`src/spicfg_pkg.sv`:
```
// Purpose: Shared constants, types and carriers of the SPI chip-select timing and configuration block.
// Assumes: 32-bit Avalon-MM register bus with byte addresses; four chip selects; 16-bit character data.
// Notes:   Every offset and field position used by the logic is named here; the reset state of spicfg_top is set in that module.
package spicfg_pkg;

   // *****
   // Register map (byte offsets)
   // *****
   localparam logic [7:0]  OFS_TX      = 8'h00;
   localparam logic [7:0]  OFS_RX      = 8'h04;
   localparam logic [7:0]  OFS_STATUS  = 8'h08;
   localparam logic [7:0]  OFS_IEN     = 8'h0C;
   localparam logic [7:0]  OFS_IDIS    = 8'h10;
   localparam logic [7:0]  OFS_IMASK   = 8'h14;
   localparam logic [7:0]  OFS_CFG0    = 8'h20;
   localparam logic [7:0]  OFS_STEP    = 8'h04;
   localparam int unsigned NUM_CS      = 4;

   // *****
   // Interrupt source bit positions
   // *****
   localparam int unsigned INT_RX_WORD_READY  = 0;
   localparam int unsigned INT_TX_HOLD_FREE   = 1;
   localparam int unsigned INT_BUS_CONFLICT   = 2;
   localparam int unsigned INT_RX_OVERRUN     = 3;
   localparam int unsigned INT_RX_BLOCK_END   = 4;
   localparam int unsigned INT_TX_BLOCK_END   = 5;
   localparam int unsigned INT_RX_BLOCK_FULL  = 6;
   localparam int unsigned INT_TX_BLOCK_EMPTY = 7;
   localparam int unsigned INT_SEL_RISE       = 8;
   localparam int unsigned INT_SHIFTER_IDLE   = 9;
   localparam int unsigned INT_W              = 10;

   // *****
   // Configuration and transmit word fields
   // *****
   localparam int unsigned CFG_POL_BIT  = 0;
   localparam int unsigned CFG_PHA_BIT  = 1;
   localparam int unsigned CFG_HOLD_BIT = 3;
   localparam int unsigned CFG_LEN_LSB  = 4;
   localparam int unsigned CFG_LEN_W    = 4;
   localparam int unsigned CFG_DIV_LSB  = 8;
   localparam int unsigned CFG_PRE_LSB  = 16;
   localparam int unsigned CFG_GAP_LSB  = 24;
   localparam int unsigned CFG_BYTE_W   = 8;
   localparam logic [31:0] CFG_RESET    = 32'h0000_0000;
   localparam logic [31:0] CFG_WMASK    = 32'hFFFF_FFFB;
   localparam logic [3:0]  LEN_MAX      = 4'h8;
   localparam logic [4:0]  BITS_MIN     = 5'h08;
   localparam logic [4:0]  BITS_MAX     = 5'h10;
   localparam int unsigned GAP_UNIT     = 32;
   localparam int unsigned GAP_SHIFT    = $clog2(GAP_UNIT);
   localparam int unsigned DLY_W        = CFG_BYTE_W + GAP_SHIFT;
   localparam int unsigned TX_CS_LSB    = 16;
   localparam int unsigned TX_LAST_BIT  = 24;

   // *****
   // Types
   // *****
   typedef enum logic [3:0] {
      ST_IDLE  = 4'b0001,
      ST_LEAD  = 4'b0010,
      ST_SHIFT = 4'b0100,
      ST_GAP   = 4'b1000
   } spicfg_state_e;

   typedef struct packed {
      logic        read;
      logic        write;
      logic [7:0]  address;
      logic [31:0] writedata;
      logic [3:0]  byteenable;
   } spicfg_avl_req_s;

   typedef struct packed {
      logic [31:0] readdata;
      logic        waitrequest;
   } spicfg_avl_rsp_s;

   typedef struct packed {
      logic        sclk;
      logic        mosi;
      logic [3:0]  cs_n;
   } spicfg_spi_s;

   typedef struct packed {
      spicfg_state_e           st;
      logic [NUM_CS-1:0][31:0] cfg;
      logic [INT_W-1:0]        ien;
      logic [15:0]             hold_data;
      logic [1:0]              hold_cs;
      logic                    hold_last;
      logic                    hold_full;
      logic                    cs_on;
      logic [1:0]              cs_idx;
      logic                    cur_last;
      logic [4:0]              nbits;
      logic [4:0]              edge_cnt;
      logic [15:0]             sh;
      logic [15:0]             rx;
      logic [15:0]             rx_data;
      logic                    rx_ready;
      logic                    sclk;
      logic                    mosi;
      logic [3:0]              cs_n;
      logic                    miso_s1;
      logic                    miso_s2;
      logic                    waitreq;
      logic [31:0]             rdata;
   } spicfg_top_s;

endpackage

```
`src/spicfg_top.sv`:
```
// Purpose: SPI master chip-select configuration, interrupt enable and mask registers, and character engine.
// Assumes: Avalon-MM slave with waitrequest on a 125 MHz clock; the data-in pin is asynchronous.
// Notes:   Rules follow.
// Notes on behaviour
// - Writing one to a disable bit clears that enable; zero leaves it alone.
// - Mask register reads one for each enabled source, zero otherwise.
// - Sources sit at fixed bits zero to nine in enable, disable and mask.
// - Serial clock idles low for polarity zero and high for polarity one.
// - Phase zero changes on leading edge; phase one samples on leading edge.
// - Hold zero drops chip select right after the last transfer.
// - Hold one keeps chip select until a transfer targets another select.
// - Length code zero to eight gives eight to sixteen bits; higher codes reserved.
// - Serial clock equals master clock divided by the divisor field, or by two when the field is below two.
// - The divisor field resets to zero.
// - Lead wait is half a serial period if field zero, else field cycles.
// - Nonzero gap field inserts thirty-two times field cycles after each character.
// - Zero gap field means back-to-back characters with unbroken clock duty cycle.
`timescale 1ns/1ps
module spicfg_top (
   input  wire logic                        clk_i,
   input  wire logic                        rst_b_i,
   input  wire spicfg_pkg::spicfg_avl_req_s avl_req_i,
   output spicfg_pkg::spicfg_avl_rsp_s      avl_rsp_o,
   input  wire logic                        miso_i,
   output spicfg_pkg::spicfg_spi_s          spi_o
);
   import spicfg_pkg::*;

   // *****
   // State and helpers
   // *****
   localparam spicfg_top_s TOP_RST = '{st: ST_IDLE, waitreq: 1'b1, cs_n: 4'hF, default: '0};

   spicfg_top_s             r;
   spicfg_top_s             n;
   logic                    div_en;
   logic                    lead;
   logic                    trail;
   logic                    dly_load;
   logic [DLY_W-1:0]        dly_val;
   logic                    dly_done;
   logic [31:0]             cur_cfg;
   logic [31:0]             new_cfg;
   logic [31:0]             bem;
   logic [31:0]             rd_val;
   logic                    req;
   logic                    take;
   logic                    stall;
   logic                    sample;
   logic                    change;
   logic [15:0]             rx_new;
   logic [5:0]              last_edge;
   logic [CFG_BYTE_W-1:0]   cur_div;

   // Builds a fresh character from the holding register.
   function automatic spicfg_top_s load_char(input spicfg_top_s s, input logic [31:0] c);
      spicfg_top_s o;
      logic [3:0]  code;
      logic [4:0]  nb;
      o    = s;
      code = c[CFG_LEN_LSB +: CFG_LEN_W];
      // Reserved length codes are clamped to the longest character instead of shifting garbage.
      nb   = (code > LEN_MAX) ? BITS_MAX : (BITS_MIN + 5'(code));
      o.nbits     = nb;
      o.edge_cnt  = '0;
      o.rx        = '0;
      o.sh        = s.hold_data << (BITS_MAX - nb);
      o.hold_full = 1'b0;
      o.cur_last  = s.hold_last;
      // With capture on the leading edge the first bit must already stand before that edge.
      if (c[CFG_PHA_BIT]) begin
         o.mosi = o.sh[15];
         o.sh   = {o.sh[14:0], 1'b0};
      end
      return o;
   endfunction

   // Ends a frame or leaves the select asserted, depending on the hold setting.
   function automatic spicfg_top_s end_frame(input spicfg_top_s s, input logic [31:0] c);
      spicfg_top_s o;
      o    = s;
      o.st = ST_IDLE;
      if (!c[CFG_HOLD_BIT]) begin
         o.cs_on = 1'b0;
      end
      return o;
   endfunction

   // *****
   // Timing helpers
   // *****
   spicfg_sck_div #(
      .DIV_W (CFG_BYTE_W)
   ) u_div (
      .clk_i   (clk_i),
      .rst_b_i (rst_b_i),
      .en_i    (div_en),
      .div_i   (cur_div),
      .lead_o  (lead),
      .trail_o (trail)
   );

   spicfg_delay #(
      .W (DLY_W)
   ) u_dly (
      .clk_i   (clk_i),
      .rst_b_i (rst_b_i),
      .load_i  (dly_load),
      .value_i (dly_val),
      .done_o  (dly_done)
   );

   // *****
   // Next-state logic
   // *****
   always_comb begin
      n         = r;
      n.miso_s1 = miso_i;
      n.miso_s2 = r.miso_s1;
      div_en    = 1'b0;
      dly_load  = 1'b0;
      dly_val   = '0;
      cur_cfg   = r.cfg[r.cs_idx];
      new_cfg   = r.cfg[r.hold_cs];
      cur_div   = cur_cfg[CFG_DIV_LSB +: CFG_BYTE_W];
      bem       = {{8{avl_req_i.byteenable[3]}}, {8{avl_req_i.byteenable[2]}},
                   {8{avl_req_i.byteenable[1]}}, {8{avl_req_i.byteenable[0]}}};
      req       = avl_req_i.read || avl_req_i.write;
      take      = req && !r.waitreq;
      stall     = avl_req_i.write && (avl_req_i.address == OFS_TX) && r.hold_full;
      sample    = 1'b0;
      change    = 1'b0;
      rx_new    = r.rx;
      last_edge = 6'({r.nbits, 1'b0}) - 6'h01;

      // Read mux; unmapped and write-only offsets read as zero.
      rd_val = '0;
      if (avl_req_i.address == OFS_RX) begin
         rd_val = 32'(r.rx_data);
      end else if (avl_req_i.address == OFS_STATUS) begin
         rd_val[INT_RX_WORD_READY] = r.rx_ready;
         rd_val[INT_TX_HOLD_FREE]  = !r.hold_full;
         rd_val[INT_SHIFTER_IDLE]  = (r.st == ST_IDLE) && !r.hold_full;
      end else if (avl_req_i.address == OFS_IMASK) begin
         rd_val = 32'(r.ien);
      end else begin
         for (int i = 0; i < NUM_CS; i++) begin
            if (avl_req_i.address == OFS_CFG0 + 8'(i) * OFS_STEP) begin
               rd_val = r.cfg[i];
            end
         end
      end

      // *****
      // Avalon handshake
      // *****
      if (req && r.waitreq && !stall) begin
         n.waitreq = 1'b0;
         n.rdata   = avl_req_i.read ? rd_val : '0;
      end else begin
         n.waitreq = 1'b1;
      end

      if (take && avl_req_i.write) begin
         if (avl_req_i.address == OFS_TX) begin
            n.hold_data = avl_req_i.writedata[15:0];
            n.hold_cs   = avl_req_i.writedata[TX_CS_LSB +: 2];
            n.hold_last = avl_req_i.writedata[TX_LAST_BIT];
            n.hold_full = 1'b1;
         end else if (avl_req_i.address == OFS_IEN) begin
            n.ien = r.ien | (avl_req_i.writedata[INT_W-1:0] & bem[INT_W-1:0]);
         end else if (avl_req_i.address == OFS_IDIS) begin
            n.ien = r.ien & ~(avl_req_i.writedata[INT_W-1:0] & bem[INT_W-1:0]);
         end else begin
            for (int i = 0; i < NUM_CS; i++) begin
               if (avl_req_i.address == OFS_CFG0 + 8'(i) * OFS_STEP) begin
                  n.cfg[i] = (r.cfg[i] & ~(bem & CFG_WMASK)) | (avl_req_i.writedata & bem & CFG_WMASK);
               end
            end
         end
      end

      // Reading the received word clears its flag; a word landing in the same cycle wins below.
      if (take && avl_req_i.read && (avl_req_i.address == OFS_RX)) begin
         n.rx_ready = 1'b0;
      end

      // *****
      // Character engine
      // *****
      case (r.st)
         ST_IDLE: begin
            n.sclk = cur_cfg[CFG_POL_BIT];
            if (r.hold_full) begin
               if (r.cs_on && (r.cs_idx == r.hold_cs)) begin
                  n    = load_char(n, new_cfg);
                  n.st = ST_SHIFT;
               end else begin
                  // A held select is released only when another select is addressed.
                  n        = load_char(n, new_cfg);
                  n.cs_on  = 1'b1;
                  n.cs_idx = r.hold_cs;
                  n.sclk   = new_cfg[CFG_POL_BIT];
                  if (new_cfg[CFG_PRE_LSB +: CFG_BYTE_W] == '0) begin
                     dly_val = DLY_W'((new_cfg[CFG_DIV_LSB +: CFG_BYTE_W] < 8'h02) ? 8'h01
                                      : (new_cfg[CFG_DIV_LSB +: CFG_BYTE_W] >> 1));
                  end else begin
                     dly_val = DLY_W'(new_cfg[CFG_PRE_LSB +: CFG_BYTE_W]);
                  end
                  // The clock edge lands a cycle after the wait, so the wait stops one short.
                  dly_val  = dly_val - DLY_W'(1);
                  dly_load = (dly_val != '0);
                  n.st     = (dly_val != '0) ? ST_LEAD : ST_SHIFT;
               end
            end
         end
         ST_LEAD: begin
            if (dly_done) begin
               n.st = ST_SHIFT;
            end
         end
         ST_SHIFT: begin
            div_en = 1'b1;
            if (lead || trail) begin
               n.sclk   = !r.sclk;
               sample   = cur_cfg[CFG_PHA_BIT] ? lead : trail;
               change   = cur_cfg[CFG_PHA_BIT] ? (trail && ({1'b0, r.edge_cnt} != last_edge)) : lead;
               n.edge_cnt = r.edge_cnt + 5'h01;
               if (change) begin
                  n.mosi = r.sh[15];
                  n.sh   = {r.sh[14:0], 1'b0};
               end
               if (sample) begin
                  rx_new = {r.rx[14:0], r.miso_s2};
                  n.rx   = rx_new;
               end
               if ({1'b0, r.edge_cnt} == last_edge) begin
                  n.rx_data  = rx_new;
                  n.rx_ready = 1'b1;
                  // A last character idles a cycle so the select never moves with the clock.
                  if ((cur_cfg[CFG_GAP_LSB +: CFG_BYTE_W] != '0) || r.cur_last) begin
                     dly_load = 1'b1;
                     dly_val  = (cur_cfg[CFG_GAP_LSB +: CFG_BYTE_W] != '0)
                                ? {cur_cfg[CFG_GAP_LSB +: CFG_BYTE_W], GAP_SHIFT'(0)} : DLY_W'(1);
                     n.st     = ST_GAP;
                  end else if (r.hold_full && (r.hold_cs == r.cs_idx)) begin
                     // Staying in this state keeps the divider running, so the duty cycle is unbroken.
                     n    = load_char(n, cur_cfg);
                     n.st = ST_SHIFT;
                  end else begin
                     n.st = ST_IDLE;
                  end
               end
            end
         end
         ST_GAP: begin
            // The gap also runs before any select release.
            if (dly_done) begin
               if (r.cur_last) begin
                  n = end_frame(n, cur_cfg);
               end else begin
                  n.st = ST_IDLE;
               end
            end
         end
         default: begin
            n.st = ST_IDLE;
         end
      endcase

      n.cs_n = n.cs_on ? ~(4'h1 << n.cs_idx) : 4'hF;
   end

   // *****
   // State register
   // *****
   // The divisor resets to zero along with the rest of each configuration word.
   always_ff @(posedge clk_i or negedge rst_b_i) begin
      if (!rst_b_i) begin
         r <= TOP_RST;
      end else begin
         r <= n;
      end
   end

   assign avl_rsp_o = '{readdata: r.rdata, waitrequest: r.waitreq};
   assign spi_o     = '{sclk: r.sclk, mosi: r.mosi, cs_n: r.cs_n};

endmodule // spicfg_top

```
`src/spicfg_sck_div.sv`:
```
// Purpose: Modulus counter that marks the leading and trailing serial clock edges.
// Assumes: Divisor sampled every cycle; a divisor below two runs at half the master clock.
// Notes:   Edges are one-cycle enable pulses; the counter restarts whenever enable drops.
`timescale 1ns/1ps
module spicfg_sck_div #(
   parameter int unsigned DIV_W = 8
) (
   input  wire logic             clk_i,
   input  wire logic             rst_b_i,
   input  wire logic             en_i,
   input  wire logic [DIV_W-1:0] div_i,
   output logic                  lead_o,
   output logic                  trail_o
);
   typedef struct packed {
      logic [DIV_W-1:0] cnt;
   } spicfg_div_s;

   spicfg_div_s      r;
   spicfg_div_s      n;
   logic [DIV_W-1:0] period;
   logic [DIV_W-1:0] half;

   // A one-cycle period cannot be drawn by a registered pin, so it is widened to two.
   always_comb begin
      period  = (div_i < DIV_W'(2)) ? DIV_W'(2) : div_i;
      half    = period >> 1;
      n       = r;
      lead_o  = en_i && (r.cnt == '0);
      trail_o = en_i && (r.cnt == half);
      if (!en_i) begin
         n.cnt = '0;
      end else if (r.cnt == period - DIV_W'(1)) begin
         n.cnt = '0;
      end else begin
         n.cnt = r.cnt + DIV_W'(1);
      end
   end

   always_ff @(posedge clk_i or negedge rst_b_i) begin
      if (!rst_b_i) begin
         r <= '0;
      end else begin
         r <= n;
      end
   end
endmodule // spicfg_sck_div

```
`src/spicfg_delay.sv`:
```
// Purpose: Loadable down counter that flags the end of a programmed wait in master clock cycles.
// Assumes: A load value of at least one.
// Notes:   Done is high in the last cycle of the wait, so the caller moves on exactly value cycles after load.
`timescale 1ns/1ps
module spicfg_delay #(
   parameter int unsigned W = 13
) (
   input  wire logic         clk_i,
   input  wire logic         rst_b_i,
   input  wire logic         load_i,
   input  wire logic [W-1:0] value_i,
   output logic              done_o
);
   typedef struct packed {
      logic [W-1:0] cnt;
   } spicfg_dly_s;

   spicfg_dly_s r;
   spicfg_dly_s n;

   always_comb begin
      n      = r;
      done_o = (r.cnt == W'(1));
      if (load_i) begin
         n.cnt = value_i;
      end else if (r.cnt != '0) begin
         n.cnt = r.cnt - W'(1);
      end
   end

   always_ff @(posedge clk_i or negedge rst_b_i) begin
      if (!rst_b_i) begin
         r <= '0;
      end else begin
         r <= n;
      end
   end
endmodule // spicfg_delay

```
`config.mk`:
```
export PLATFORM = sky130hd
export DESIGN_NAME = spicfg_top
export DESIGN_NICKNAME = d
export VERILOG_FILES = /design/src/spicfg_pkg.sv /design/src/spicfg_top.sv /design/src/spicfg_sck_div.sv /design/src/spicfg_delay.sv
export SDC_FILE = /design/constraint.sdc
export NUM_CORES = 1
export LEC_CHECK = 0
export CAP_MARGIN = 20
export CELL_PAD_IN_SITES_DETAIL_PLACEMENT = 0
export CELL_PAD_IN_SITES_GLOBAL_PLACEMENT = 1
export CORE_MARGIN = 2
export CORE_UTILIZATION = 45
export CTS_CLUSTER_DIAMETER = 200
export DETAILED_ROUTE_END_ITERATION = 16
export DONT_BUFFER_PORTS = 1
export PLACE_DENSITY = 0.7
export SETUP_SLACK_MARGIN = 0.4
export SLEW_MARGIN = 30
export SYNTH_ARGS = -nofsm -noshare
export SYNTH_HDL_FRONTEND = slang
export SYNTH_SLANG_ARGS = --single-unit
export TNS_END_PERCENT = 20
```
`constraint.sdc`:
```
create_clock -name clk_i -period 9.05 [get_ports clk_i]
set_input_delay 0.905 -clock clk_i [delete_from_list [all_inputs] [get_ports clk_i]]
set_output_delay 0.905 -clock clk_i [all_outputs]
set_load 0.03 [all_outputs]
```
==> run metrics <==
Synth Flop Type=dfrtp_1; Worst-path clk slew=60 ps; Syn Nets=1,616; uppermost layer routed=met4; core area=0.0366 mm²; leakage power=7.66 nW; routed wl met2=22.5 mm; Mapped Avg Cell Area=10.7 µm²; setup slack, reg-to-reg=4020 ps; final period utilization=55.6%; Fmax=199 MHz; hold slack=51.6 ps; Max-Cap Viols=0; antenna violations before repair=1; GRT Total Usage=27.0%; Post-CTS Resized=0; Clock Root Buffer=clkbuf_16; largest net degree at the start of global routing=284; share of flip-flops with an asynchronous set or reset=100%; Post-CTS Setup Repair Bufs=0; Final Util=49.2%; slew at the pin closest to its max-slew limit=1050 ps; # rows=70; Worst Skew=36.4 ps; outcome=complete, no violations; final WL=51.6 mm; via/cell ratio=6.53; Mapped Cells=1,556; yosys warns=0; Setup Viol. Count Final=0; post-route cell area=0.0180 mm²; Max IR drop VDD=148 µV; EDFF count, synth=0; maximum buffer depth of the clock tree=3; CTS Buf Count=35; Final ANT Viol Nets=0; kind of critical path=reg2reg; Seq/Total Area, Yosys=42.4%; die outline width=197 µm; CP Max Fanout=23; TritonCTS clock tree=built; Die Ht=197 µm; Ports=88; final setup TNS=0 ps; H-Tree Depth=2; clock latency on the worst-skew pair=560 ps; Crit path required time=9480 ps; placed instance area=0.0169 mm²; Initial DRT Pass Iterations=5; Num Clock Sinks=283; Detail Placement HPWL=36.7 mm; drt drc=0; Period minus WS final=5030 ps; CTS Hold Bufs=0; Slew Limit Fails=0; met3 WL=4.17 mm; Syn-to-layout area delta=7.63%; worst min path class=in2async; Final nets=1,553; total gr overflow=0; flops & latches, synth=283; DIE AREA=0.0387 mm²; number of port buffers=0; routed via count=13,000; Initial Util=45.7%; CP Launch Type=flip-flop; WP data arrival=5470 ps; Distinct cells, synth=90; Synth Cell Area=0.0167 mm²; RD Place Congestion=0.980; WL/cell=26.0 µm; Rel. slew slack=30.2%; total chip power=0.00323 W; vias in the first global route=12,900; fraction of layout cells with a size suffix above 1=21.2%; first-pass GRT wire length=79.5 mm; P per Cell Area=179 mW/mm²; final hold violation count=0; Critical Path Sink Type=flip-flop; wire length on met1=23.2 mm; DR iter-0 viols=1,247; RSZ-0062 raised after global routing=no
cell families (layout without fill, tap and decap cells):
kind of cell	count (synthesis)	after routing	synth area share, %
other	0	2	0
and+or+nand+nor	471	471	14.5
AOI/OAI and AO/OA	335	335	14.6
adders and majority gates	11	11	0.823
xor gates and xnor gates	45	45	2.51
muxes	246	246	20.1
DFF	283	283	42.4
buffers and inverters	165	125	5.07
worst max-delay path, cell delays in order (launching register included):
cell and delay [ps]:
dfrtp_1 360, buf_4 390, mux4_2 390, nor2b_2 550, inv_2 250, ha_1 740
inv_1 310, nor3b_2 550, nand3_1 140, nand4_1 140, mux2i_1 120, a22oi_1 350
nor2_1 80, a221o_1 270, a211o_1 270
synthesized netlist by cell type, drive strengths merged, types with 38 or more instances:
| cell | instances | share of area, % |
|---|---|---|
| a21oi | 38 | 1.2 |
| a22o | 46 | 2.4 |
| a22oi | 49 | 2.2 |
| buf | 66 | 2.8 |
| clkbuf | 57 | 1.3 |
| dfrtp | 277 | 41 |
| inv | 42 | 0.94 |
| mux2 | 140 | 9.4 |
| mux2i | 48 | 2.9 |
| mux4 | 58 | 7.8 |
| nand2 | 142 | 3.2 |
| nand3 | 56 | 1.7 |
| nand4 | 52 | 2.0 |
| nor2 | 88 | 2.0 |
| o21ai | 70 | 2.1 |
cell usage in the layout (no fill, tap or decap), drive strengths merged, types with 6 or more instances in the layout:
| cell | count |
|---|---|
| dfstp | 6 |
| or4 | 6 |
| a221oi | 21 |
| a22o | 46 |
| clkbuf | 50 |
| nor2 | 88 |
| nor2b | 10 |
| nor3b | 6 |
| o21ai | 70 |
| a21o | 7 |
| o211ai | 11 |
| and3 | 10 |
| xnor2 | 30 |
| mux2 | 140 |
| nand3 | 56 |
| o21a | 6 |
| a211oi | 8 |
| and2 | 19 |
| a221o | 11 |
| o31ai | 12 |
| nor4 | 15 |
| dfrtp | 277 |
| inv | 44 |
| mux2i | 48 |
| o22ai | 10 |
| a41oi | 6 |
| nand2b | 14 |
| nand4 | 52 |
| a22oi | 49 |
| ha | 11 |
| buf | 23 |
| a31oi | 8 |
| xor2 | 15 |
| a21oi | 38 |
| or3 | 6 |
| mux4 | 58 |
| nor3 | 29 |
| nand2 | 142 |
per-layer routing:
layer  vias up  track usage [%]
met5         -                0
met4         0             9.64
met3       113             7.29
met2       505             39.8
met1      6611             38.5
li1       5749                -
where the power goes:
| group | internal (W) | switching, W | leakage, nW |
|---|---|---|---|
| clock | 0.000840 | 0.000571 | 0.554 |
| combinational | 0.000160 | 0.000212 | 3.26 |
| sequential | 0.00136 | 0.0000870 | 3.85 |
| total | 0.00236 | 0.000870 | 7.66 |
cell type report:
| type | instances | area, µm² |
|---|---|---|
| antenna | 2 | 5.00 |
| clock buffer | 50 | 1010 |
| clock inverter | 10 | 126 |
| fill | 3319 | 18600 |
| inverter | 42 | 158 |
| multi-input combinational | 1108 | 8850 |
| sequential | 283 | 7090 |
| tap | 468 | 586 |
| timing repair buffer | 23 | 173 |
per-stage QoR:
| step | setup WS [ps] | instances |
|---|---|---|
| global route | 3560 | 1984 |
| finish | 4020 | 1986 |
| detailed placement | 4060 | 1924 |
| global placement | 4130 | 1924 |
| floorplan | 4890 | 1556 |
| CTS | 4020 | 1984 |
final timing paths:
| path | start | to | depth (start not counted) |
|---|---|---|---|
| worst max-delay path | r[106] | r[89] | 14 |
| worst min register to register | r[34] | r[33] | 0 |
| max in group asynchronous | rst_b_i | r[52] | 0 |
| worst max register to register | r[106] | r[89] | 14 |
| worst min-delay path | rst_b_i | avl_rsp_o[28] | 0 |
| min in group clk_i | miso_i | r[34] | 0 |
No activity file was read; power rests on OpenSTA's default activity.
